### config.mk
export PLATFORM = sky130hd
export DESIGN_NAME = sync_serial_controller
export DESIGN_NICKNAME = d
export VERILOG_FILES = /design/src/shared/sync_serial_pkg.sv /design/src/design/pin_sync.sv /design/src/design/clock_divider.sv /design/src/design/sync_serial_controller.sv
export SDC_FILE = /design/constraint.sdc
export NUM_CORES = 1
export LEC_CHECK = 0
export BUFFER_PORTS_ARGS = -buffer_cell sky130_fd_sc_hd__clkbuf_2
export CAP_MARGIN = 25
export CORE_UTILIZATION = 30
export DETAILED_ROUTE_END_ITERATION = 10
export SYNTH_ARGS = -nofsm -noshare
export SYNTH_HDL_FRONTEND = slang
export SYNTH_HIERARCHICAL = 1
export SYNTH_SLANG_ARGS = --single-unit
### constraint.sdc
create_clock -name pclk -period 3.2 [get_ports pclk]
set_clock_uncertainty 0.05 [all_clocks]
set_input_delay 0 -clock pclk [delete_from_list [all_inputs] [get_ports pclk]]
set_output_delay 0 -clock pclk [all_outputs]
set_load 0.03 [all_outputs]
### src/shared/sync_serial_pkg.sv
package sync_serial_pkg;

   // ----------------------------------------
   // register offsets (byte addresses)
   // ----------------------------------------
   localparam logic [7:0] CONTROL_REG_OFS = 8'h00;
   localparam logic [7:0] CLOCK_PRESCALE_REG_OFS = 8'h04;
   localparam logic [7:0] RECEIVE_CLOCK_MODE_REG_OFS = 8'h10;
   localparam logic [7:0] TRANSMIT_CLOCK_MODE_REG_OFS = 8'h18;
   localparam logic [7:0] TRANSMIT_FRAME_MODE_REG_OFS = 8'h1C;
   localparam logic [7:0] TRANSMIT_HOLDING_REG_OFS = 8'h24;
   localparam logic [7:0] TRANSMIT_SYNC_REG_OFS = 8'h34;
   localparam logic [7:0] STATUS_REG_OFS = 8'h40;
   localparam logic [7:0] IRQ_ENABLE_REG_OFS = 8'h44;
   localparam logic [7:0] IRQ_DISABLE_REG_OFS = 8'h48;
   localparam logic [7:0] IRQ_MASK_REG_OFS = 8'h4C;

   // ----------------------------------------
   // field positions
   // ----------------------------------------
   localparam int CR_RXEN = 0;
   localparam int CR_RXDIS = 1;
   localparam int CR_TXEN = 8;
   localparam int CR_TXDIS = 9;
   localparam int DIV_W = 12;
   localparam int CKS_LSB = 0;
   localparam int CKO_LSB = 2;
   localparam int CKI_BIT = 5;
   localparam int START_LSB = 8;
   localparam int DATLEN_LSB = 0;
   localparam int DATDEF_BIT = 5;
   localparam int MSBF_BIT = 7;
   localparam int FSLEN_LSB = 16;
   localparam int FSDEN_BIT = 23;
   localparam int SYNC_W = 16;
   localparam int SR_TRANSMIT_READY_FLAG = 0;
   localparam int SR_TRANSMITTER_EMPTY_FLAG = 1;
   localparam int SR_TXEN = 16;
   localparam int SR_RXEN = 17;
   localparam int IRQ_W = 2;

   // ----------------------------------------
   // field encodings and reset values
   // ----------------------------------------
   localparam logic [1:0] CKS_PIN = 2'h0;
   localparam logic [1:0] CKS_OTHER = 2'h1;
   localparam logic [1:0] CKS_DIV = 2'h2;
   localparam logic [2:0] CKO_NONE = 3'h0;
   localparam logic [2:0] CKO_CONT = 3'h1;
   localparam logic [2:0] CKO_XFER = 3'h2;
   localparam logic [3:0] START_CONT = 4'h0;
   localparam logic [3:0] START_RX = 4'h1;
   localparam logic [3:0] START_FS_FALL = 4'h4;
   localparam logic [3:0] START_FS_RISE = 4'h5;
   localparam logic [31:0] RESET_VALUE = 32'h0000_0000;

   // ----------------------------------------
   // carriers
   // ----------------------------------------
   typedef struct packed {
      logic [3:0] start;
      logic clock_invert;
      logic [2:0] clock_output_mode;
      logic [1:0] clock_source_select;
   } clock_mode_t;

   typedef struct packed {
      logic fsden;
      logic [3:0] fslen;
      logic msbf;
      logic datdef;
      logic [4:0] datlen;
   } frame_mode_t;

   typedef enum logic [1:0] {
      TX_IDLE,
      TX_WAIT,
      TX_SYNC,
      TX_DATA
   } tx_state_t;

   typedef struct packed {
      logic [DIV_W-1:0] div;
      clock_mode_t rmode;
      clock_mode_t tmode;
      frame_mode_t fmode;
      logic [31:0] hold;
      logic [SYNC_W-1:0] tsync;
      logic [31:0] shreg;
      logic [4:0] cnt;
      tx_state_t state;
      logic hold_full;
      logic armed;
      logic txen;
      logic rxen;
      logic [IRQ_W-1:0] imask;
      logic fs_q;
      logic tclk_q;
      logic tx_out;
      logic tclk_pin;
      logic tclk_oe;
      logic rclk_pin;
      logic rclk_oe;
      logic rsec_clk;
      logic irq;
      logic pready;
      logic pslverr;
      logic [31:0] prdata;
   } core_state_t;

endpackage

### src/design/pin_sync.sv
`timescale 1ns/1ps
// ----------------------------------------
// two-stage synchroniser, one per bit
// ----------------------------------------
module pin_sync import sync_serial_pkg::*; #(
   parameter int WIDTH = 3
) (
   input wire logic pclk,
   input wire logic presetn,
   input wire logic [WIDTH-1:0] async_in,
   output logic [WIDTH-1:0] sync_out
);

   logic [WIDTH-1:0] meta;

   // first stage feeds only the second stage
   always_ff @(posedge pclk or negedge presetn) begin
      if (!presetn) begin
         meta <= '0;
         sync_out <= '0;
      end else begin
         meta <= async_in;
         sync_out <= meta;
      end
   end

endmodule

### src/design/clock_divider.sv
`timescale 1ns/1ps
// ----------------------------------------
// shared divider: each phase lasts div cycles
// ----------------------------------------
module clock_divider import sync_serial_pkg::*; #(
   parameter int W = DIV_W
) (
   input wire logic pclk,
   input wire logic presetn,
   input wire logic [W-1:0] div,
   output logic div_clk
);

   logic [W-1:0] cnt;
   logic [W-1:0] next_cnt;
   logic next_clk;

   // a zero factor parks the divider low
   always_comb begin
      next_cnt = cnt;
      next_clk = div_clk;
      if (div == '0) begin
         next_cnt = '0;
         next_clk = 1'b0;
      end else if (cnt >= div - W'(1)) begin
         next_cnt = '0;
         next_clk = ~div_clk;
      end else begin
         next_cnt = cnt + W'(1);
      end
   end

   always_ff @(posedge pclk or negedge presetn) begin
      if (!presetn) begin
         cnt <= '0;
         div_clk <= 1'b0;
      end else begin
         cnt <= next_cnt;
         div_clk <= next_clk;
      end
   end

endmodule

### src/design/sync_serial_controller.sv
`timescale 1ns/1ps
module sync_serial_controller import sync_serial_pkg::*; (
   input wire logic pclk,
   input wire logic presetn,
   input wire logic psel,
   input wire logic penable,
   input wire logic pwrite,
   input wire logic [7:0] paddr,
   input wire logic [31:0] pwdata,
   output logic [31:0] prdata,
   output logic pready,
   output logic pslverr,
   output logic irq,
   input wire logic tx_serial_clock_pin_in,
   output logic tx_serial_clock_pin_out,
   output logic tx_serial_clock_pin_oe,
   input wire logic rx_serial_clock_pin_in,
   output logic rx_serial_clock_pin_out,
   output logic rx_serial_clock_pin_oe,
   input wire logic tx_frame_sync_pin,
   output logic tx_serial_out,
   output logic rx_section_clock
);

   // ----------------------------------------
   // pin synchronisers and divider
   // ----------------------------------------
   logic [2:0] pins_s;
   logic div_clk;
   logic tk_s;
   logic rk_s;
   logic fs_s;

   // external clocks are only used after two flops
   pin_sync #(.WIDTH(3)) u_sync (
      .pclk(pclk),
      .presetn(presetn),
      .async_in({tx_frame_sync_pin, rx_serial_clock_pin_in,
                 tx_serial_clock_pin_in}),
      .sync_out(pins_s)
   );

   assign tk_s = pins_s[0];
   assign rk_s = pins_s[1];
   assign fs_s = pins_s[2];

   // ----------------------------------------
   // state
   // ----------------------------------------
   core_state_t s;
   core_state_t n;

   clock_divider #(.W(DIV_W)) u_div (
      .pclk(pclk),
      .presetn(presetn),
      .div(s.div),
      .div_clk(div_clk)
   );

   // left-align msb-first words so the out bit is always bit 31
   function automatic logic [31:0] align(input logic [31:0] word,
                                         input logic [4:0] len,
                                         input logic msbf);
      logic [31:0] r;
      r = word;
      if (msbf) begin
         r = word << (5'd31 - len);
      end
      return r;
   endfunction

   function automatic logic head(input logic [31:0] sh,
                                 input logic msbf);
      logic b;
      b = msbf ? sh[31] : sh[0];
      return b;
   endfunction

   function automatic logic [31:0] shift(input logic [31:0] sh,
                                         input logic msbf);
      logic [31:0] r;
      r = msbf ? (sh << 1) : (sh >> 1);
      return r;
   endfunction

   logic setup;
   logic wr;
   logic tx_base;
   logic rx_base;
   logic tx_sel;
   logic rx_sel;
   logic tx_int;
   logic tx_fall;
   logic fs_rise;
   logic fs_fall;
   logic start_hit;
   logic busy;
   logic [31:0] status;
   logic [31:0] rdval;
   logic rd_ok;
   logic [31:0] sh_n;
   logic [4:0] sync_len;

   // ----------------------------------------
   // clock selection
   // ----------------------------------------
   // the cross paths use the other side's base clock, so selecting
   // each other's clock cannot build a combinational loop
   always_comb begin
      tx_base = (s.tmode.clock_source_select == CKS_DIV) ? div_clk : tk_s;
      rx_base = (s.rmode.clock_source_select == CKS_DIV) ? div_clk : rk_s;
      case (s.tmode.clock_source_select)
         CKS_PIN: tx_sel = tk_s;
         CKS_OTHER: tx_sel = rx_base;
         CKS_DIV: tx_sel = div_clk;
         default: tx_sel = 1'b0;
      endcase
      case (s.rmode.clock_source_select)
         CKS_PIN: rx_sel = rk_s;
         CKS_OTHER: rx_sel = tx_base;
         CKS_DIV: rx_sel = div_clk;
         default: rx_sel = 1'b0;
      endcase
   end

   // inversion acts only on what the section itself uses
   assign tx_int = tx_sel ^ s.tmode.clock_invert;
   assign tx_fall = s.tclk_q & ~tx_int;
   assign fs_rise = fs_s & ~s.fs_q;
   assign fs_fall = ~fs_s & s.fs_q;
   assign busy = (s.state == TX_SYNC) || (s.state == TX_DATA);
   assign sync_len = {1'b0, s.fmode.fslen};

   // start event decode for the waiting transmitter
   always_comb begin
      case (s.tmode.start)
         START_FS_RISE: start_hit = fs_rise;
         START_FS_FALL: start_hit = fs_fall;
         START_RX: start_hit = s.rxen;
         default: start_hit = 1'b1;
      endcase
   end

   // ----------------------------------------
   // status and read mux
   // ----------------------------------------
   always_comb begin
      status = RESET_VALUE;
      status[SR_TRANSMIT_READY_FLAG] = ~s.hold_full;
      status[SR_TRANSMITTER_EMPTY_FLAG] = ~s.hold_full && (s.state == TX_IDLE);
      status[SR_TXEN] = s.txen;
      status[SR_RXEN] = s.rxen;
   end

   always_comb begin
      rdval = RESET_VALUE;
      rd_ok = 1'b1;
      case (paddr)
         CONTROL_REG_OFS: rdval = RESET_VALUE;
         CLOCK_PRESCALE_REG_OFS: rdval[DIV_W-1:0] = s.div;
         RECEIVE_CLOCK_MODE_REG_OFS: begin
            rdval[CKS_LSB +: 2] = s.rmode.clock_source_select;
            rdval[CKO_LSB +: 3] = s.rmode.clock_output_mode;
            rdval[CKI_BIT] = s.rmode.clock_invert;
            rdval[START_LSB +: 4] = s.rmode.start;
         end
         TRANSMIT_CLOCK_MODE_REG_OFS: begin
            rdval[CKS_LSB +: 2] = s.tmode.clock_source_select;
            rdval[CKO_LSB +: 3] = s.tmode.clock_output_mode;
            rdval[CKI_BIT] = s.tmode.clock_invert;
            rdval[START_LSB +: 4] = s.tmode.start;
         end
         TRANSMIT_FRAME_MODE_REG_OFS: begin
            rdval[DATLEN_LSB +: 5] = s.fmode.datlen;
            rdval[DATDEF_BIT] = s.fmode.datdef;
            rdval[MSBF_BIT] = s.fmode.msbf;
            rdval[FSLEN_LSB +: 4] = s.fmode.fslen;
            rdval[FSDEN_BIT] = s.fmode.fsden;
         end
         TRANSMIT_HOLDING_REG_OFS: rdval = RESET_VALUE;
         TRANSMIT_SYNC_REG_OFS: rdval[SYNC_W-1:0] = s.tsync;
         STATUS_REG_OFS: rdval = status;
         IRQ_ENABLE_REG_OFS: rdval = RESET_VALUE;
         IRQ_DISABLE_REG_OFS: rdval = RESET_VALUE;
         IRQ_MASK_REG_OFS: rdval[IRQ_W-1:0] = s.imask;
         default: rd_ok = 1'b0;
      endcase
   end

   // ----------------------------------------
   // next state
   // ----------------------------------------
   always_comb begin
      n = s;
      sh_n = shift(s.shreg, s.fmode.msbf);
      setup = psel && !penable;
      wr = psel && penable && s.pready && pwrite;

      // apb slave: one wait-free access phase after every setup
      n.pready = setup;
      n.pslverr = setup && !rd_ok;
      n.prdata = (setup && !pwrite && rd_ok) ? rdval : RESET_VALUE;

      n.tclk_q = tx_int;
      n.fs_q = fs_s;

      // start edge is latched so a short sync pulse is not missed
      if (s.state == TX_WAIT && start_hit) begin
         n.armed = 1'b1;
      end

      // transmitter, advanced on falling edges of its internal clock
      if (tx_fall) begin
         case (s.state)
            TX_IDLE: begin
               if (s.txen && s.hold_full &&
                   s.tmode.start == START_CONT) begin
                  n.shreg = align(s.hold, s.fmode.datlen, s.fmode.msbf);
                  n.tx_out = head(n.shreg, s.fmode.msbf);
                  n.cnt = s.fmode.datlen;
                  n.hold_full = 1'b0;
                  n.state = TX_DATA;
               end else if (s.txen && s.hold_full) begin
                  n.state = TX_WAIT;
                  n.armed = 1'b0;
               end
            end
            TX_WAIT: begin
               if (s.armed && s.fmode.fsden) begin
                  n.shreg = align({16'h0000, s.tsync}, sync_len,
                                  s.fmode.msbf);
                  n.tx_out = head(n.shreg, s.fmode.msbf);
                  n.cnt = sync_len;
                  n.state = TX_SYNC;
                  n.armed = 1'b0;
               end else if (s.armed) begin
                  n.shreg = align(s.hold, s.fmode.datlen, s.fmode.msbf);
                  n.tx_out = head(n.shreg, s.fmode.msbf);
                  n.cnt = s.fmode.datlen;
                  n.hold_full = 1'b0;
                  n.state = TX_DATA;
                  n.armed = 1'b0;
               end
            end
            TX_SYNC: begin
               if (s.cnt != 5'h00) begin
                  n.shreg = sh_n;
                  n.tx_out = head(sh_n, s.fmode.msbf);
                  n.cnt = s.cnt - 5'h01;
               end else if (s.hold_full) begin
                  n.shreg = align(s.hold, s.fmode.datlen, s.fmode.msbf);
                  n.tx_out = head(n.shreg, s.fmode.msbf);
                  n.cnt = s.fmode.datlen;
                  n.hold_full = 1'b0;
                  n.state = TX_DATA;
               end else begin
                  n.tx_out = s.fmode.datdef;
                  n.state = TX_IDLE;
               end
            end
            TX_DATA: begin
               if (s.cnt != 5'h00) begin
                  n.shreg = sh_n;
                  n.tx_out = head(sh_n, s.fmode.msbf);
                  n.cnt = s.cnt - 5'h01;
               end else if (s.hold_full && s.txen &&
                            s.tmode.start == START_CONT) begin
                  // back-to-back words with no gap in continuous mode
                  n.shreg = align(s.hold, s.fmode.datlen, s.fmode.msbf);
                  n.tx_out = head(n.shreg, s.fmode.msbf);
                  n.cnt = s.fmode.datlen;
                  n.hold_full = 1'b0;
               end else begin
                  n.tx_out = s.fmode.datdef;
                  n.state = TX_IDLE;
               end
            end
            default: n.state = TX_IDLE;
         endcase
      end else if (s.state == TX_IDLE) begin
         n.tx_out = s.fmode.datdef;
      end

      // register writes; a holding write after a load keeps the new word
      if (wr) begin
         case (paddr)
            CONTROL_REG_OFS: begin
               // disable wins over enable when both are written
               if (pwdata[CR_TXEN]) n.txen = 1'b1;
               if (pwdata[CR_TXDIS]) begin
                  n.txen = 1'b0;
                  n.state = TX_IDLE;
               end
               if (pwdata[CR_RXEN]) n.rxen = 1'b1;
               if (pwdata[CR_RXDIS]) n.rxen = 1'b0;
            end
            CLOCK_PRESCALE_REG_OFS: n.div = pwdata[DIV_W-1:0];
            RECEIVE_CLOCK_MODE_REG_OFS: begin
               n.rmode.clock_source_select = pwdata[CKS_LSB +: 2];
               n.rmode.clock_output_mode = pwdata[CKO_LSB +: 3];
               n.rmode.clock_invert = pwdata[CKI_BIT];
               n.rmode.start = pwdata[START_LSB +: 4];
            end
            TRANSMIT_CLOCK_MODE_REG_OFS: begin
               n.tmode.clock_source_select = pwdata[CKS_LSB +: 2];
               n.tmode.clock_output_mode = pwdata[CKO_LSB +: 3];
               n.tmode.clock_invert = pwdata[CKI_BIT];
               n.tmode.start = pwdata[START_LSB +: 4];
            end
            TRANSMIT_FRAME_MODE_REG_OFS: begin
               n.fmode.datlen = pwdata[DATLEN_LSB +: 5];
               n.fmode.datdef = pwdata[DATDEF_BIT];
               n.fmode.msbf = pwdata[MSBF_BIT];
               n.fmode.fslen = pwdata[FSLEN_LSB +: 4];
               n.fmode.fsden = pwdata[FSDEN_BIT];
            end
            TRANSMIT_HOLDING_REG_OFS: begin
               n.hold = pwdata;
               n.hold_full = 1'b1;
            end
            TRANSMIT_SYNC_REG_OFS: n.tsync = pwdata[SYNC_W-1:0];
            IRQ_ENABLE_REG_OFS: n.imask = s.imask | pwdata[IRQ_W-1:0];
            IRQ_DISABLE_REG_OFS: n.imask = s.imask & ~pwdata[IRQ_W-1:0];
            default: n.imask = s.imask;
         endcase
      end

      // pins carry the selected clock before inversion
      n.tclk_pin = tx_sel;
      n.rclk_pin = rx_sel;
      n.tclk_oe = (s.tmode.clock_output_mode == CKO_CONT) ||
                  (s.tmode.clock_output_mode == CKO_XFER && busy);
      n.rclk_oe = (s.rmode.clock_output_mode == CKO_CONT) ||
                  (s.rmode.clock_output_mode == CKO_XFER && s.rxen);
      n.rsec_clk = rx_sel ^ s.rmode.clock_invert;

      // level interrupt; flags clear themselves as data moves
      n.irq = |(status[IRQ_W-1:0] & s.imask);
   end

   // ----------------------------------------
   // state register
   // ----------------------------------------
   always_ff @(posedge pclk or negedge presetn) begin
      if (!presetn) begin
         s <= '0;
      end else begin
         s <= n;
      end
   end

   // ----------------------------------------
   // outputs, all from flops
   // ----------------------------------------
   assign prdata = s.prdata;
   assign pready = s.pready;
   assign pslverr = s.pslverr;
   assign irq = s.irq;
   assign tx_serial_clock_pin_out = s.tclk_pin;
   assign tx_serial_clock_pin_oe = s.tclk_oe;
   assign rx_serial_clock_pin_out = s.rclk_pin;
   assign rx_serial_clock_pin_oe = s.rclk_oe;
   assign tx_serial_out = s.tx_out;
   assign rx_section_clock = s.rsec_clk;

endmodule

==> impl_metrics.tcl <==
set metrics [dict create \
    r2r_cells 8 \
    n_antenna_cell 0 \
    synth_compound_area_share_pct 17.7 \
    grt_overflow 0 \
    yosys.area.top_type_share_pct 38.5 \
    crit_slowest_cell "dfrtp_2" \
    post_synth_mux_area_share_pct 20.9 \
    swShare_pct 32.0 \
    cpPeakStageDelay_ps 730 \
    worstPathRequired_ps 3550 \
    wire_per_inst_um 22.3 \
    seq_area_sq_um 4710 \
    synth_edf_count 0 \
    cp-end-kind "register" \
    clockRootBuffer "clkbuf_16" \
    power.density_nw_per_um2 422 \
    gp_congestion 0.968 \
    dr.pass1.iters 8 \
    synth_cells 1230 \
    clk_latency_ps 470 \
    vias 10723 \
    maxSlewHeadroom_pct 25.6 \
    ys_top_cells_by_area "dfrtp_1 38%, mux2_2 12%, mux2i_1 4.8%, mux4_2 4.2%, nand2_1 3.4%" \
    p_int_uw 4080 \
    die_w_um 204 \
    antenna_found_initial 0 \
    combPwrFrac_pct 20.0 \
    layout_setup_ws_ps 243 \
    p_sw_uw 1930 \
    dp.final_hpwl_mm 30.7 \
    cp-startpoint "s[136]" \
    synth-adder-area-share_pct 1.74 \
    syn_area_sq_um 12200 \
    finalSetupTns_ps 0 \
    final_cell_mix "186 x dfrtp_1, 128 x mux2_2, 112 x nand2_1, 78 x nor2_1, 76 x clkbuf_2" \
    seqPwrFrac_pct 42.2 \
    power.share.clock_pct 37.7 \
    fp.dieArea_sq_um 41600 \
    rsz0062_at_grt "false" \
    multi_input_area_sq_um 6880 \
    drt_drc_violations_left 0 \
    drtIter0Drc 1123 \
    synth_top_family_by_area "multiplexers" \
    path_clk_slew_ps 80 \
    synth_xor_area_share_pct 1.92 \
    crit_fanout 22 \
    max_freq_ghz 0.338 \
    irDropWorstVdd_mv 0.308 \
    critical_path.endpoint "tx_serial_out" \
    start_util_pct 30.6 \
    core_area_sq_um 40000 \
    ys_ff_latch 188 \
    pin_count 89 \
    tritoncts "done" \
    cts_max_level 4 \
    cts_made_buffers 17 \
    crit_type "register to register" \
    timing.rr.start "s[136]" \
    worst_slew_pin_slew_ps 1110 \
    synth_top_area_cell "dfrtp_1" \
    pre_cts_ws_ps 281 \
    crit_top_cell "a31oi_1" \
    timing.final.max_slew_violations 0 \
    finalCriticalPeriod_ps 2960 \
    hold_viol 0 \
    grt_pass1_vias 10325 \
    grt_pass1_wl_mm 63.4 \
    layout_commonest_cell "dfrtp_1" \
    grt_max_degree 90 \
    clock_sinks 188 \
    layout-drive-gt1-share_pct 25.5 \
    grtUsageTotal_pct 20.2 \
    via_per_inst 5.77 \
    synthFlopType "dfrtp_1" \
    fill_cells 4095 \
    clk_path_buf_depth 2 \
    startpoint_type "register" \
    wl_mm 41.5 \
    synth_cell_types 76 \
    min_path_type "input pin to register" \
    cp.arrival_ps 3310 \
    fp-row-count 73 \
    final_antenna_net_count 0 \
    post_synth_and_or_nand_nor_area_fraction_pct 13.6 \
    finalSetupViolations 0 \
    synthArstFlopShare_pct 100 \
    dieHeight_um 204 \
    fin_nets 1387 \
    cap_violations 0 \
    ys.warnings.count 6 \
    min_period_over_period_pct 92.4 \
    portBuffers 77 \
    status "completed" \
    crit_chain "buf_12 > mux2i_1 > mux4_2 > o22a_1 > a31oi_1 > a31oi_1 > nor4b_1 > a221o_1" \
    yosysSeqAreaShare_pct 38.5 \
    cts_setup_buffers 0 \
    r2r_slack_ps 240 \
    r2r_end "tx_serial_out" \
    area_growth_pct 16.6 \
    p_leak_uw 0.00607 \
    cts_resized 0 \
    syn_area_per_cell_sq_um 9.94 \
]
layer usage:
layer | vias up | GRT usage [%] | wire length, um
li1 | 4751 | - | -
met4 | 0 | 8.78 | 1550
met2 | 550 | 32.4 | 19400
met3 | 107 | 3.22 | 3050
met5 | - | 0 | 0
met1 | 5315 | 26.8 | 17500
registers in the layout (all words and copies together), names as in the netlist, named ones only:
name	count
pslverr	1
u_sync/sync_out	3
tx_serial_clock_pin_oe	1
irq	1
u_sync/meta	3
s	137
u_div/cnt	12
rx_serial_clock_pin_oe	1
prdata	21
tx_serial_out	1
tx_serial_clock_pin_out	1
rx_serial_clock_pin_out	1
rx_section_clock	1
pready	1
u_div/div_clk	1
cells by family after synthesis:
group / Yosys count
XOR/XNOR: 26
other: 1
adder cells (fa/ha/maj): 17
flip-flops: 188
AND/OR/NAND/NOR: 341
AO/OA/AOI/OAI: 310
buffers and inverters: 137
multiplexers: 210
through the flow:
step | utilization [%] | cells | hold slack [ps] | area (sq um) | total power (uW)
2_1_floorplan | - | 1240 | -346 | 12300 | 3260
3_3_place_gp | 32.9 | 1782 | 64.0 | 13200 | 3710
3_5_place_dp | 32.9 | 1782 | 60.3 | 13200 | 3720
4_1_cts | 35.6 | 1859 | 57.4 | 14300 | 6020
5_1_grt | 35.6 | 1859 | 109 | 14300 | 6220
6_report | 35.6 | 1859 | 58.6 | 14300 | 6010
power by group through the flow:
stage               Sequential, uW  Clock [uW]  Combinational [uW]
floorplan                     2540           0                 719
finish                        2540        2270                1200
CTS                           2530        2310                1180
global placement              2580           0                1130
global route                  2550        2390                1290
detailed placement            2580           0                1140
cells in the mapped netlist, types with 13 or more instances:
cell type and n:
o21ai_0 63, and3_1 19, xor2_1 14, a22oi_1 36, mux2i_1 59, nor3_1 22, nand2_1 112, inv_1 17
nor2b_1 15, mux2_2 128, buf_4 35, o22ai_1 13, a21oi_1 52, mux4_2 23, nand3_1 29, ha_1 17
nand2b_1 15, clkbuf_1 57, nor2_1 78, dfrtp_1 188, a31oi_1 17
worst max-delay path, delay by kind of cell (launching register included):
family | cells | cell delay, ps
AO/OA/AOI/OAI | 4 | 850
buffers and inverters | 1 | 250
flip-flops | 1 | 730
multiplexers | 2 | 710
AND/OR/NAND/NOR | 1 | 290
how the worst min path moves through the flow:
stage,from,endpoint,cells past startpoint
after global placement,tx_serial_clock_pin_in,u_sync/meta[0],1
after CTS,penable,prdata[9],5
after floorplan,presetn,asynchronous set/reset pin,0
after detailed placement,tx_frame_sync_pin,u_sync/meta[2],1
final,penable,prdata[9],5
after global routing,paddr[0],prdata[23],4
layout make-up:
cell class	count	area share, %
repair buffers	181	9.31
flip-flops and latches	188	33.0
clock buffers	18	3.01
well taps	525	4.61
multi-input cells	915	48.3
clock inverters	13	1.27
inverters	19	0.500
timing repair:
action                                 in CTS  in global routing
setup endpoints to repair                   0                  0
hold buffers                               46                  0
endpoints found under the hold margin     190                  0
Power figures use the tool's default switching activity.
